**src/verilog/led_status_consts.svh**
```systemverilog
`ifndef LED_STATUS_CONSTS_SVH
`define LED_STATUS_CONSTS_SVH

// ----------------------------------------------------------------------
// register offsets (byte addresses)
// ----------------------------------------------------------------------
`define OFS_CONTROL        4'h0
`define OFS_STATUS         4'h4
`define OFS_IRQ_STATUS     4'h8
`define OFS_IRQ_MASK       4'hc

// ----------------------------------------------------------------------
// control field positions
// ----------------------------------------------------------------------
`define CTL_INIT_DONE      0
`define CTL_TIME_VALID     1
`define CTL_GPS_OK         2
`define CTL_ANT_FAULT      3
`define CTL_OUT_FAULT      4
`define CTL_MODE_LSB       8
`define CTL_MODE_MSB       10

// ----------------------------------------------------------------------
// status field positions
// ----------------------------------------------------------------------
`define ST_ALARM_LSB       0
`define ST_READY_LSB       2
`define ST_POWER_LSB       4
`define ST_COAST           6
`define ST_FAULT           7
`define ST_HOLD_LSB        8
`define ST_HOLD_MSB        15

// ----------------------------------------------------------------------
// interrupt bit positions
// ----------------------------------------------------------------------
`define IRQ_COAST          0
`define IRQ_FAULT          1
`define IRQ_TIME_VALID     2
`define IRQ_NUM            3

// ----------------------------------------------------------------------
// reset values
// ----------------------------------------------------------------------
`define CONTROL_RESET      32'h0000_0000
`define IRQ_MASK_RESET     3'h0

// ----------------------------------------------------------------------
// timing
// ----------------------------------------------------------------------
`define CLK_HZ             250000000
`define SLOW_BLINK_MS      500
`define FAST_BLINK_MS      100
`define SLOW_HALF_CYC      (`CLK_HZ / 1000 * `SLOW_BLINK_MS)
`define FAST_HALF_CYC      (`CLK_HZ / 1000 * `FAST_BLINK_MS)
`define TICK_CYC           `CLK_HZ
`define COAST_MINUTES      60
`define COAST_SECONDS      (`COAST_MINUTES * 60)
`define STARTUP_MS         2000
`define STARTUP_CYC        (`CLK_HZ / 1000 * `STARTUP_MS)

`endif

```
**src/verilog/led_status_pkg.sv**
```systemverilog
package led_status_pkg;

   // indicator display state
   typedef enum logic [1:0] {
      led_off   = 2'h0,
      led_on    = 2'h1,
      led_flash = 2'h3,
      led_rapid = 2'h2
   } led_look_type;

   // oscillator tuning mode
   typedef enum logic [2:0] {
      mode_none        = 3'h0,
      mode_warmup      = 3'h1,
      mode_coarse      = 3'h2,
      mode_coarse_hold = 3'h3,
      mode_fine        = 3'h4,
      mode_fine_hold   = 3'h5
   } tune_mode_type;

   typedef struct packed {
      logic [1:0] power;
      logic [1:0] ready;
      logic [1:0] alarm;
   } led_set_type;

   typedef struct packed {
      logic [31:0] adr;
      logic [31:0] dat;
      logic [3:0]  sel;
      logic        we;
      logic        cyc;
      logic        stb;
   } wb_req_type;

   typedef struct packed {
      logic [31:0] dat;
      logic        ack;
      logic        err;
   } wb_rsp_type;

endpackage

```
**src/verilog/led_status_indicator.sv**
```systemverilog
// Function
// [RULE_01] alarm flashes rapidly at startup, then steady until time valid
// [RULE_02] alarm off once time valid while conditions stay usable
// [RULE_03] alarm flashes when gps lost in coarse or fine tuning
// [RULE_04] coast alarm after over 60 minutes in fine hold; alarm steady
// [RULE_05] power flashes rapidly at startup, then steady while operating
// [RULE_06] hardware fault turns power indicator from steady to flashing
// [RULE_07] after startup the fault flash beats the steady power state
// [RULE_08] ready flashes rapidly at startup, then off until gps acquired
// [RULE_09] ready flashes once coarse tuning is entered
// [RULE_10] ready off while coarse tuning interrupted, flashes on resume
// [RULE_11] ready steady on entry to fine tuning
// [RULE_12] fine tuning hold flashes both ready and alarm
// [RULE_13] ready off in coast alarm
// [RULE_14] warm-up without valid time: alarm steady, ready off
// [RULE_15] warm-up with valid time: alarm and ready off
// [RULE_16] coarse hold: alarm flashes, ready off
// [RULE_17] tuning mode codes 1 warm-up to 5 fine hold
// [RULE_18] two blink rates from the clock, near equal on and off
// [RULE_19] hold timer restarts per fine hold entry, seconds tick, clears
//
// The Wishbone slave port and the placing of the registers were decided locally.
`include "led_status_consts.svh"

module led_status_indicator #(
   parameter int unsigned SLOW_HALF    = `SLOW_HALF_CYC,
   parameter int unsigned FAST_HALF    = `FAST_HALF_CYC,
   parameter int unsigned TICK         = `TICK_CYC,
   parameter int unsigned STARTUP      = `STARTUP_CYC,
   parameter int unsigned COAST_SEC    = `COAST_SECONDS
) (
   input  wire logic                      core_clk,
   input  wire logic                      rst,
   input  wire led_status_pkg::wb_req_type wb_req,
   output      led_status_pkg::wb_rsp_type wb_rsp,
   output      logic                      alarm_led,
   output      logic                      power_led,
   output      logic                      ready_led,
   output      logic                      irq
);
   import led_status_pkg::*;

   // ----------------------------------------------------------------------
   // registers
   // ----------------------------------------------------------------------
   // control (0x0, read/write, byte enables honoured)
   //    bit 0      initialisation finished
   //    bit 1      time valid
   //    bit 2      gps input present
   //    bit 3      antenna or antenna cable fault
   //    bit 4      frequency output fault
   //    bits 10:8  tuning mode, 0, 6 and 7 shown as warm-up
   //    other bits stored and read back as written
   // status (0x4, read only, writes acknowledged and dropped)
   //    bits 5:0   indicator looks: power, ready, alarm
   //    bit 6      coast alarm
   //    bit 7      hardware fault
   //    bits 15:8  seconds in fine hold, saturating at 255
   // interrupt status (0x8, write one to clear) and mask (0xc)
   //    bit 0      coast alarm raised
   //    bit 1      hardware fault raised
   //    bit 2      time became valid
   logic [31:0]           control;
   logic [`IRQ_NUM-1:0]   irq_status;
   logic [`IRQ_NUM-1:0]   irq_mask;
   logic [`IRQ_NUM-1:0]   irq_event;
   logic [31:0]           rd_data;
   logic                  hit;
   logic                  wr_ack;
   logic                  ack_q;

   tune_mode_type         mode;
   logic                  init_done;
   logic                  time_valid;
   logic                  gps_ok;
   logic                  hw_fault;
   logic                  startup_over;
   logic                  coast;
   logic                  coarse_stalled;
   logic [31:0]           startup_cnt;
   logic [31:0]           slow_cnt;
   logic [31:0]           fast_cnt;
   logic [31:0]           tick_cnt;
   logic                  sec_tick;
   logic                  slow_phase;
   logic                  fast_phase;
   logic [31:0]           hold_sec;
   tune_mode_type         prev_mode;
   logic                  coast_q;
   logic                  fault_q;
   logic                  valid_q;
   led_set_type           look;

   assign mode       = tune_mode_type'(control[`CTL_MODE_MSB:`CTL_MODE_LSB]);
   assign init_done  = control[`CTL_INIT_DONE];
   assign time_valid = control[`CTL_TIME_VALID];
   assign gps_ok     = control[`CTL_GPS_OK];
   assign hw_fault   = control[`CTL_ANT_FAULT] | control[`CTL_OUT_FAULT];

   // ----------------------------------------------------------------------
   // wishbone slave: one wait state, err on unmapped address
   // ----------------------------------------------------------------------
   assign hit = (wb_req.adr[3:0] == `OFS_CONTROL) ||
                (wb_req.adr[3:0] == `OFS_STATUS) ||
                (wb_req.adr[3:0] == `OFS_IRQ_STATUS) ||
                (wb_req.adr[3:0] == `OFS_IRQ_MASK);
   // ack_q keeps a still-held request from being taken twice
   assign wr_ack = wb_req.cyc & wb_req.stb & ~ack_q & wb_req.we & hit;

   always_ff @(posedge core_clk) begin
      if (rst) begin
         ack_q      <= 1'b0;
         wb_rsp     <= '0;
      end else begin
         ack_q      <= wb_req.cyc & wb_req.stb & ~ack_q;
         wb_rsp.ack <= wb_req.cyc & wb_req.stb & ~ack_q & hit;
         wb_rsp.err <= wb_req.cyc & wb_req.stb & ~ack_q & ~hit;
         wb_rsp.dat <= rd_data;
      end
   end

   // unmapped offsets read as zero and are answered with err
   always_comb begin
      rd_data = 32'h0000_0000;
      unique case (wb_req.adr[3:0])
         `OFS_CONTROL:    rd_data = control;
         `OFS_STATUS: begin
            rd_data[5:0]                      = look;
            rd_data[`ST_COAST]                = coast;
            rd_data[`ST_FAULT]                = hw_fault;
            // a hold longer than the field reads as 255
            rd_data[`ST_HOLD_MSB:`ST_HOLD_LSB] =
               (hold_sec[31:8] != 24'h0) ? 8'hff : hold_sec[7:0];
         end
         `OFS_IRQ_STATUS: rd_data[`IRQ_NUM-1:0] = irq_status;
         `OFS_IRQ_MASK:   rd_data[`IRQ_NUM-1:0] = irq_mask;
         default:         rd_data = 32'h0000_0000;
      endcase
   end

   always_ff @(posedge core_clk) begin
      if (rst) begin
         control <= `CONTROL_RESET;
      end else if (wr_ack && wb_req.adr[3:0] == `OFS_CONTROL) begin
         for (int b = 0; b < 4; b++) begin
            if (wb_req.sel[b]) begin
               control[b*8 +: 8] <= wb_req.dat[b*8 +: 8];
            end
         end
      end
   end

   always_ff @(posedge core_clk) begin
      if (rst) begin
         irq_mask <= `IRQ_MASK_RESET;
      end else if (wr_ack && wb_req.adr[3:0] == `OFS_IRQ_MASK &&
                   wb_req.sel[0]) begin
         irq_mask <= wb_req.dat[`IRQ_NUM-1:0];
      end
   end

   // ----------------------------------------------------------------------
   // interrupts: rising edges of coast, fault and time valid
   // ----------------------------------------------------------------------
   // edges, not levels: a standing fault raises its bit once
   always_ff @(posedge core_clk) begin
      if (rst) begin
         coast_q <= 1'b0;
         fault_q <= 1'b0;
         valid_q <= 1'b0;
      end else begin
         coast_q <= coast;
         fault_q <= hw_fault;
         valid_q <= time_valid;
      end
   end

   always_comb begin
      irq_event                 = '0;
      irq_event[`IRQ_COAST]      = coast & ~coast_q;
      irq_event[`IRQ_FAULT]      = hw_fault & ~fault_q;
      irq_event[`IRQ_TIME_VALID] = time_valid & ~valid_q;
   end

   // set wins over a write-one clear in the same cycle
   always_ff @(posedge core_clk) begin
      if (rst) begin
         irq_status <= '0;
      end else if (wr_ack && wb_req.adr[3:0] == `OFS_IRQ_STATUS &&
                   wb_req.sel[0]) begin
         irq_status <= (irq_status & ~wb_req.dat[`IRQ_NUM-1:0]) | irq_event;
      end else begin
         irq_status <= irq_status | irq_event;
      end
   end

   assign irq = |(irq_status & irq_mask);

   // ----------------------------------------------------------------------
   // blink rates and one-second tick
   // ----------------------------------------------------------------------
   // whole half periods are counted, so on and off times match
   always_ff @(posedge core_clk) begin
      if (rst) begin
         slow_cnt   <= 32'h0;
         slow_phase <= 1'b0;
      end else if (slow_cnt >= SLOW_HALF - 1) begin
         slow_cnt   <= 32'h0;
         slow_phase <= ~slow_phase;                        // [RULE_18]
      end else begin
         slow_cnt   <= slow_cnt + 32'h1;
      end
   end

   always_ff @(posedge core_clk) begin
      if (rst) begin
         fast_cnt   <= 32'h0;
         fast_phase <= 1'b0;
      end else if (fast_cnt >= FAST_HALF - 1) begin
         fast_cnt   <= 32'h0;
         fast_phase <= ~fast_phase;                        // [RULE_18]
      end else begin
         fast_cnt   <= fast_cnt + 32'h1;
      end
   end

   always_ff @(posedge core_clk) begin
      if (rst) begin
         tick_cnt <= 32'h0;
         sec_tick <= 1'b0;
      end else begin
         // one-cycle pulse at the end of every TICK cycles
         sec_tick <= (tick_cnt >= TICK - 1);
         tick_cnt <= (tick_cnt >= TICK - 1) ? 32'h0 : tick_cnt + 32'h1;
      end
   end

   // ----------------------------------------------------------------------
   // startup: rapid flash for a short time, then until init done
   // ----------------------------------------------------------------------
   // an early init_done cannot cut the rapid phase short
   always_ff @(posedge core_clk) begin
      if (rst) begin
         startup_cnt  <= 32'h0;
         startup_over <= 1'b0;
      end else if (startup_cnt < STARTUP - 1) begin
         startup_cnt  <= startup_cnt + 32'h1;
      end else if (init_done) begin
         startup_over <= 1'b1;
      end
   end

   // ----------------------------------------------------------------------
   // holdover timer
   // ----------------------------------------------------------------------
   // counting stops one past the limit, so coast holds without wrapping
   always_ff @(posedge core_clk) begin
      if (rst) begin
         prev_mode <= mode_none;
         hold_sec  <= 32'h0;
      end else begin
         prev_mode <= mode;
         if (mode != mode_fine_hold || prev_mode != mode_fine_hold) begin
            hold_sec <= 32'h0;                             // [RULE_19]
         end else if (sec_tick && hold_sec <= COAST_SEC) begin
            hold_sec <= hold_sec + 32'h1;                  // [RULE_19]
         end
      end
   end

   // fine hold is only reached through fine tuning
   assign coast = (mode == mode_fine_hold) &&
                  (hold_sec > COAST_SEC);                  // [RULE_04]
   assign coarse_stalled = (mode == mode_coarse) && !gps_ok;

   // ----------------------------------------------------------------------
   // indicator states
   // ----------------------------------------------------------------------
   always_comb begin
      look.alarm = led_off;
      look.ready = led_off;
      look.power = led_on;                                 // [RULE_05]
      if (!startup_over) begin
         look.alarm = led_rapid;                           // [RULE_01]
         look.ready = led_rapid;                           // [RULE_08]
         look.power = led_rapid;                           // [RULE_05]
      end else begin
         unique case (mode)                                // [RULE_17]
            mode_coarse: begin
               if (coarse_stalled) begin
                  look.alarm = led_flash;                  // [RULE_03]
                  look.ready = led_off;                    // [RULE_10]
               end else begin
                  look.alarm = led_off;                    // [RULE_02]
                  look.ready = led_flash;                  // [RULE_09]
               end
            end
            mode_coarse_hold: begin
               look.alarm = led_flash;                     // [RULE_16]
               look.ready = led_off;                       // [RULE_16]
            end
            mode_fine: begin
               if (gps_ok) begin
                  look.alarm = led_off;                    // [RULE_02]
               end else begin
                  look.alarm = led_flash;                  // [RULE_03]
               end
               look.ready = led_on;                        // [RULE_11]
            end
            mode_fine_hold: begin
               if (coast) begin
                  look.alarm = led_on;                     // [RULE_04]
                  look.ready = led_off;                    // [RULE_13]
               end else begin
                  look.alarm = led_flash;                  // [RULE_12]
                  look.ready = led_flash;                  // [RULE_12]
               end
            end
            default: begin
               // warm-up, mode not yet reported, or unused codes 6 and 7
               if (time_valid) begin
                  look.alarm = led_off;                    // [RULE_15]
               end else begin
                  look.alarm = led_on;                     // [RULE_14]
               end
               look.ready = led_off;                     // [RULE_08] [RULE_14]
            end
         endcase
         if (hw_fault) begin
            look.power = led_flash;                      // [RULE_06] [RULE_07]
         end
      end
   end

   // lamp level for a look, given the slow and fast blink phases
   function automatic logic drive(input logic [1:0] l, input logic s,
                                  input logic f);
      logic r;
      unique case (l)
         led_off:   r = 1'b0;
         led_on:    r = 1'b1;
         led_flash: r = s;
         default:   r = f;
      endcase
      return r;
   endfunction

   // one register per lamp, so every lamp output is glitch free
   always_ff @(posedge core_clk) begin
      if (rst) begin
         alarm_led <= 1'b0;
      end else begin
         alarm_led <= drive(look.alarm, slow_phase, fast_phase);
      end
   end

   always_ff @(posedge core_clk) begin
      if (rst) begin
         power_led <= 1'b0;
      end else begin
         power_led <= drive(look.power, slow_phase, fast_phase);
      end
   end

   always_ff @(posedge core_clk) begin
      if (rst) begin
         ready_led <= 1'b0;
      end else begin
         ready_led <= drive(look.ready, slow_phase, fast_phase);
      end
   end

endmodule

```
**config.mk**
```make
export PLATFORM = sky130hd
export DESIGN_NAME = led_status_indicator
export DESIGN_NICKNAME = d
export VERILOG_FILES = /design/src/verilog/led_status_pkg.sv /design/src/verilog/led_status_indicator.sv
export VERILOG_INCLUDE_DIRS = /design/src /design/src/verilog
export SDC_FILE = /design/constraint.sdc
export NUM_CORES = 1
export LEC_CHECK = 0
export BUFFER_PORTS_ARGS = -buffer_cell sky130_fd_sc_hd__buf_2
export CAP_MARGIN = 15
export CORE_MARGIN = 4
export CORE_UTILIZATION = 40
export CTS_CLUSTER_DIAMETER = 50
export DETAILED_ROUTE_END_ITERATION = 10
export GPL_ROUTABILITY_DRIVEN = 0
export PLACE_DENSITY = 0.64
export SLEW_MARGIN = 40
export SYNTH_ARGS = -nofsm -noshare
export SYNTH_HDL_FRONTEND = slang
export SYNTH_SLANG_ARGS = --single-unit
export TNS_END_PERCENT = 100
```
**constraint.sdc**
```tcl
create_clock -name core_clk -period 2.14 [get_ports core_clk]
set_clock_uncertainty 0.05 [all_clocks]
set_input_delay 0.107 -clock core_clk [delete_from_list [all_inputs] [get_ports core_clk]]
set_output_delay 0.107 -clock core_clk [all_outputs]
set_load 0.05 [all_outputs]
```
==> results of run 1 <==
[power breakdown]
part | switching (mW) | total [mW] | internal, mW
sequential | 0.0206 | 4.63 | 4.61
clock | 1.86 | 4.61 | 2.75
combinational | 0.132 | 0.256 | 0.123
[cell families after synthesis]
family / share of synthesized area
AOI/OAI and AO/OA: 0.09071
xor gates and xnor gates: 0.07115
adders and majority gates: 0.007623
buffers and inverters: 0.02477
DFF: 0.5001
muxes: 0.02261
other: 0.0003808
and+or+nand+nor: 0.2827
[repair_timing]
action                                  4_1_cts  5_1_grt
hold endpoints to repair                     45        0
pin swaps                                     8        6
buffers inserted                              1        1
hold buffers                                 49        0
resized for setup                             8       21
endpoints found under the setup margin       11       76
[state kept, by name (all words and copies together) (netlist names), 3 cells and up]
name	cells
control	32
fast_cnt	32
hold_sec	32
irq_mask	3
irq_status	3
prev_mode	3
slow_cnt	32
startup_cnt	32
tick_cnt	32
wb_rsp	34
[placed cells by master, fill, tap and decap left out, types with 4 or more instances in the layout]
cell type,instances
ha_1,4
clkbuf_16,27
and3_1,26
clkinv_2,4
nor4_2,4
clkbuf_8,5
nand3_1,54
nand3b_1,4
o21ai_0,18
and4_1,5
a311o_1,4
nand2_1,124
nand4b_1,4
mux2_2,6
conb_1,16
mux2i_1,14
buf_6,4
and2_1,40
o31ai_1,20
nor2_1,151
clkbuf_1,4
or4_1,22
inv_1,18
dfxtp_1,243
or3_1,12
xnor2_1,29
nand4_1,35
a21oi_1,61
nor4_1,20
nor2b_1,15
buf_2,81
dlygate4sd3_1,49
buf_4,62
nor3_1,18
xor2_1,51
[area by class of cell]
class | instances | area, um^2 | area share
multi-input cells | 818 | 4835 | 0.3855
repair buffers | 196 | 1406 | 0.1121
clock inverters | 13 | 140.1 | 0.01117
flip-flops and latches | 246 | 4928 | 0.3930
clock buffers | 36 | 759.5 | 0.06055
well taps | 324 | 405.4 | 0.03232
inverters | 18 | 67.56 | 0.005387
[worst paths after layout]
check / from / endpoint
setup / recovery: startup_cnt[31] / startup_cnt[2]
hold reg to reg: control[14] / wb_rsp[16]
setup reg to reg: startup_cnt[31] / startup_cnt[2]
hold / removal: wb_req[5] / control[23]
[through the flow]
| step | power, mW | instances | hold slack (ns) | instance area [um^2] | TNS (ns) |
|---|---|---|---|---|---|
| floorplan | 4.827 | 1127 | 0.1975 | 9917 | -0.07595 |
| global placement | 4.922 | 1551 | 0.2928 | 11030 | -0.4223 |
| detailed placement | 4.925 | 1551 | 0.2982 | 11030 | -0.7576 |
| CTS | 9.611 | 1650 | 0.001015 | 12460 | -0.4939 |
| global route | 9.811 | 1651 | 0.04195 | 12540 | -1.400 |
| finish | 9.500 | 1651 | 0.02297 | 12540 | -0.3815 |
[worst min-delay path: stages]
cell and delay (ns):
buf_2 0.10, nand2_1 0.17, nand2_1 0.12, a21oi_1 0.05
[per-layer routing]
metal  track usage  routed length (um)
met2        0.2639               10360
met4       0.05255                 681
met3       0.02945                 816
met5             0                   0
met1        0.2064               10420
==> results.py, run 1 <==
metrics = {
    "timing": {
        "setup_viol": 10,
        "fin_ws_ns": -0.09377,
        "period_share": 1.044,
        "rsz0062_at_grt": "yes",
        "finalCriticalPeriod_ns": 2.234,
        "relSlewSlack": 0.6053,
        "worst_pin_slew_ns": 0.5867,
        "hold_viol": 0,
        "fmax_ghz": 0.4477,
        "maxSlewViolCount": 0,
    },
    "worst_setup_path": {
        "ff2ff_setup_slack_ns": -0.09,
        "crit_buf_inv": 1,
        "ff2ff_path_depth": 6,
        "crit_type": "flop to flop",
        "cp_slowest_cell": "or4_4",
        "crit_path_end_kind": "flop",
        "cp_max_fo": 5,
        "cp.depth": 6,
        "crit_family": "simple AND/OR/NAND/NOR gates",
        "cp.arrival_ns": 2.59,
        "worstPathRequired_ns": 2.50,
        "critical_path.cell_chain": "or3_4 -> or4_4 -> o311ai_4 -> buf_6 -> nor2_2 -> mux2_4",
        "start_kind": "flop",
        "critPathMaxStageDelay_ns": 0.57,
    },
    "die": {
        "core_um2": 24250,
        "ioPinCount": 111,
        "die-height_um": 164.9,
        "start_util": 0.4061,
        "die_w_um": 164.9,
        "dieArea_um2": 27200,
        "num_rows": 57,
    },
    "yosys": {
        "synth_top_cell_area_share": 0.5001,
        "syn_avg_cell_area_um2": 8.856,
        "synth.area.top_cells": "dfxtp_1 (50%), nor2_1 (5.8%), nand2_1 (4.7%)",
        "seq_area_frac_synth": 0.5001,
        "ys.flop_type": "dfxtp_1",
        "syn-cell-area_um2": 9848,
        "synth_top_cells_by_count": "dfxtp_1 (246), nor2_1 (151), nand2_1 (124)",
        "ys_warn_count": 0,
        "synth_async_sr_flop_share": 0,
        "netlist_instances": 1112,
        "synth_cell_types": 58,
        "synth-edff-count": 0,
        "post-synth-top-count-cell": "dfxtp_1",
        "ys_seq_elements": 246,
        "synth_top_area_cell": "dfxtp_1",
    },
    "global_route": {
        "groute.usage.overall": 0.1581,
        "grt_max_degree": 38,
        "antenna_found_initial": 0,
        "overflow": 0,
        "first_global_vias": 7811,
        "grt_pass1_wl_um": 36520,
    },
    "cells_and_area": {
        "utilization": 0.5172,
        "fill_cells": 2271,
        "antenna_cells": 0,
        "finalNetCount": 1386,
        "area_growth_pct": 27.35,
        "drive_above_1_share": 0.1741,
    },
    "outcome": {
        "violations": "negative setup slack",
        "status": "finished with violations",
    },
    "power": {
        "powerDensity_nw_per_um2": 757.4,
        "peakVddDrop_mv": 0.6111,
        "p_leak_nw": 4.778,
    },
    "route": {
        "wirelength_um": 22280,
        "detail_route.wl_per_cell_um": 13.49,
        "drcViolationCount": 0,
        "firstDrtPassIters": 4,
        "ant_nets": 0,
        "vias": 8285,
        "viasPerCell": 5.018,
        "drtIter0Drc": 476,
    },
    "hold_path": {
        "hold_depth": 4,
        "hp-class": "input pin to flop",
    },
    "clock_network": {
        "cts_tree": "done",
        "clk_latency_ns": 0.52,
        "cts_buffer_depth": 3,
        "clockRootBuffer": "clkbuf_16",
        "cts_buffers": 27,
        "cts.sinks": 246,
        "htree_levels": 1,
        "cts.reportedPaths.clkPinSlew_ns": 0.06,
    },
    "placement": {
        "port-buffer-count": 82,
        "hpwl_um": 14990,
        "dp_slack_ns": -0.1503,
    },
    "flow_run": {
        "maxCapViolations": 0,
    },
}
(Power assumes the default switching activity.)
==> inputs of run 2 (changes only) <==
Clock period 2.14 ns to 1.87 ns, I/O delays scaled along.
==> run 2 against run 1 <==
  * The run still ends with negative setup slack left
  * Flip-flop and latch count stayed put
  * Sequential share of layout area fell by 1.9 points
  * Via count up 2.9%
  * Cell count increased by 3.2%
  * Combinational power is 18% higher
  * Die area unchanged
  * Count of clock-buffer cells in the layout is 3 higher
==> results.py, run 2 (synthesis gave the netlist of run 1 again) <==
metrics = {
    "outcome": {
        "status": "finished with violations",
        "violations": "negative setup slack",
    },
    "clock_network": {
        "cts.sinks": 246,
        "cts_tree": "done",
        "cts_buffers": 27,
        "cts_buffer_depth": 3,
        "cts.reportedPaths.clkPinSlew_ns": 0.06,
        "htree_levels": 1,
        "clockRootBuffer": "clkbuf_16",
        "clk_latency_ns": 0.52,
    },
    "worst_setup_path": {
        "reg2reg_from": "startup_cnt[30]",
        "cp_max_fo": 13,
        "crit_path_end_kind": "flop",
        "cp_slowest_cell": "or4_4",
        "critical_path.cell_chain": "or3_1 -> or4_4 -> o311ai_4 -> buf_12 -> nor3_1 -> mux2_2",
        "cp-startpoint": "startup_cnt[30]",
        "crit_type": "flop to flop",
        "worstPathRequired_ns": 2.22,
        "crit_family": "simple AND/OR/NAND/NOR gates",
        "start_kind": "flop",
        "cp.arrival_ns": 2.57,
        "critPathMaxStageDelay_ns": 0.60,
        "crit_buf_inv": 1,
    },
    "cells_and_area": {
        "largest_reg_flops": 34,
        "utilization": 0.5428,
        "area_growth_pct": 33.65,
        "drive_above_1_share": 0.2290,
        "antenna_cells": 0,
        "layout_common_cells": "dfxtp_1 (244), nor2_1 (148), nand2_1 (123), buf_4 (114), buf_2 (82)",
        "finalNetCount": 1440,
        "fin_area_um2": 13160,
        "fill_cells": 2204,
        "regMostFlops": "wb_rsp",
        "layout_commonest_cell": "dfxtp_1",
    },
    "timing": {
        "period_share": 1.182,
        "worst_pin_slew_ns": 0.5137,
        "relSlewSlack": 0.6544,
        "hold_viol": 0,
        "fmax_ghz": 0.4523,
        "setup_viol": 30,
        "finalCriticalPeriod_ns": 2.211,
        "fin_ws_ns": -0.3411,
        "rsz0062_at_grt": "yes",
        "maxSlewViolCount": 0,
    },
    "route": {
        "wirelength_um": 23070,
        "drtIter0Drc": 480,
        "detail_route.wl_per_cell_um": 13.54,
        "firstDrtPassIters": 4,
        "vias": 8524,
        "drcViolationCount": 0,
        "ant_nets": 0,
        "viasPerCell": 5.002,
    },
    "die": {
        "die-height_um": 164.9,
        "die_w_um": 164.9,
        "core_um2": 24250,
        "dieArea_um2": 27200,
        "num_rows": 57,
        "start_util": 0.4061,
        "ioPinCount": 111,
    },
    "power": {
        "clkPwrFrac": 0.481,
        "power_mw": 10.81,
        "peakVddDrop_mv": 0.7536,
        "powerDensity_nw_per_um2": 821.1,
        "combPwrFrac": 0.028,
        "p_sw_frac": 0.2070,
        "pwr-share-seq": 0.490,
        "p_leak_nw": 5.054,
        "power.internal_mw": 8.570,
        "p_switching_mw": 2.237,
    },
    "flow_run": {
        "maxCapViolations": 0,
    },
    "placement": {
        "dp_slack_ns": -0.3504,
        "placed_cell_area_um2": 11470,
        "hpwl_um": 15520,
        "port-buffer-count": 82,
    },
    "global_route": {
        "grt_max_degree": 45,
        "first_global_vias": 8112,
        "groute.usage.overall": 0.1618,
        "overflow": 0,
        "grt_pass1_wl_um": 37430,
        "antenna_found_initial": 0,
    },
    "hold_path": {
        "worstHoldStart": "wb_req[2]",
        "hp-class": "input pin to flop",
    },
}
[run 2: cell count changes in the layout (fill, tap and decap cells not counted), moves of 6 or more]
cell / previous run / this run
a21oi_1: 61 / 54
a21oi_2: 0 / 7
buf_12: 0 / 6
buf_4: 62 / 114
dlygate4sd3_1: 49 / 43
nor4_1: 20 / 13
nor4_2: 4 / 11
[run 2: cell type report]
cell class,count,area (um^2),share of cell area
clock buffer,39,810.8,0.06160
sequential,246,4927,0.3743
timing repair buffer,250,1889,0.1435
tap,324,405.4,0.03080
clock inverter,9,91.34,0.006939
inverter,18,67.56,0.005133
multi-input combinational,818,4971,0.3777
[run 2: worst register-to-register path, cell delays in order, from the launching register on]
cell and delay, ns:
dfxtp_1 0.30, or3_1 0.38, or4_4 0.60, o311ai_4 0.27, buf_12 0.17, nor3_1 0.06
mux2_2 0.27
[run 2: power groups by stage]
stage                     combinational, mW  clock (mW)  sequential, mW
final                                 0.303        5.20            5.30
after global routing                  0.328        5.55            5.30
after CTS                             0.297        5.34            5.30
after detailed placement              0.224           0            5.42
after global placement                0.223           0            5.41
after floorplan                      0.0981           0            5.43
[run 2: what timing repair did]
item | 4_1_cts | 5_1_grt
hold buffers | 43 | 0
endpoints found under the setup margin | 66 | 115
setup buffers | 5 | 4
gates resized for setup | 17 | 37
pin swaps | 10 | 5
cloned | 2 | 1
endpoints found under the hold margin | 44 | 0
[run 2: stage by stage]
step | setup TNS (ns) | hold WS (ns) | std cells
CTS | -5.836 | 0.09041 | 1699
finish | -6.280 | 0.1172 | 1704
global route | -9.662 | 0.1328 | 1704
floorplan | -3.650 | 0.1840 | 1127
detailed placement | -7.374 | 0.2963 | 1601
global placement | -6.296 | 0.2945 | 1601
[run 2: worst paths after layout]
kind / to / slack (ns) / cells past startpoint
worst max-delay path: startup_cnt[6] / -0.34 / 6
worst min-delay path: irq_status[2] / 0.12 / 6
worst max register to register: startup_cnt[6] / -0.34 / 6
worst min register to register: tick_cnt[0] / 0.39 / 1
[run 2: per-layer routing]
| metal | track usage | share of wire |
|---|---|---|
| met5 | 0 | 0 |
| met4 | 0.04272 | 0.020 |
| met3 | 0.02571 | 0.030 |
| met2 | 0.2738 | 0.48 |
| met1 | 0.2155 | 0.47 |
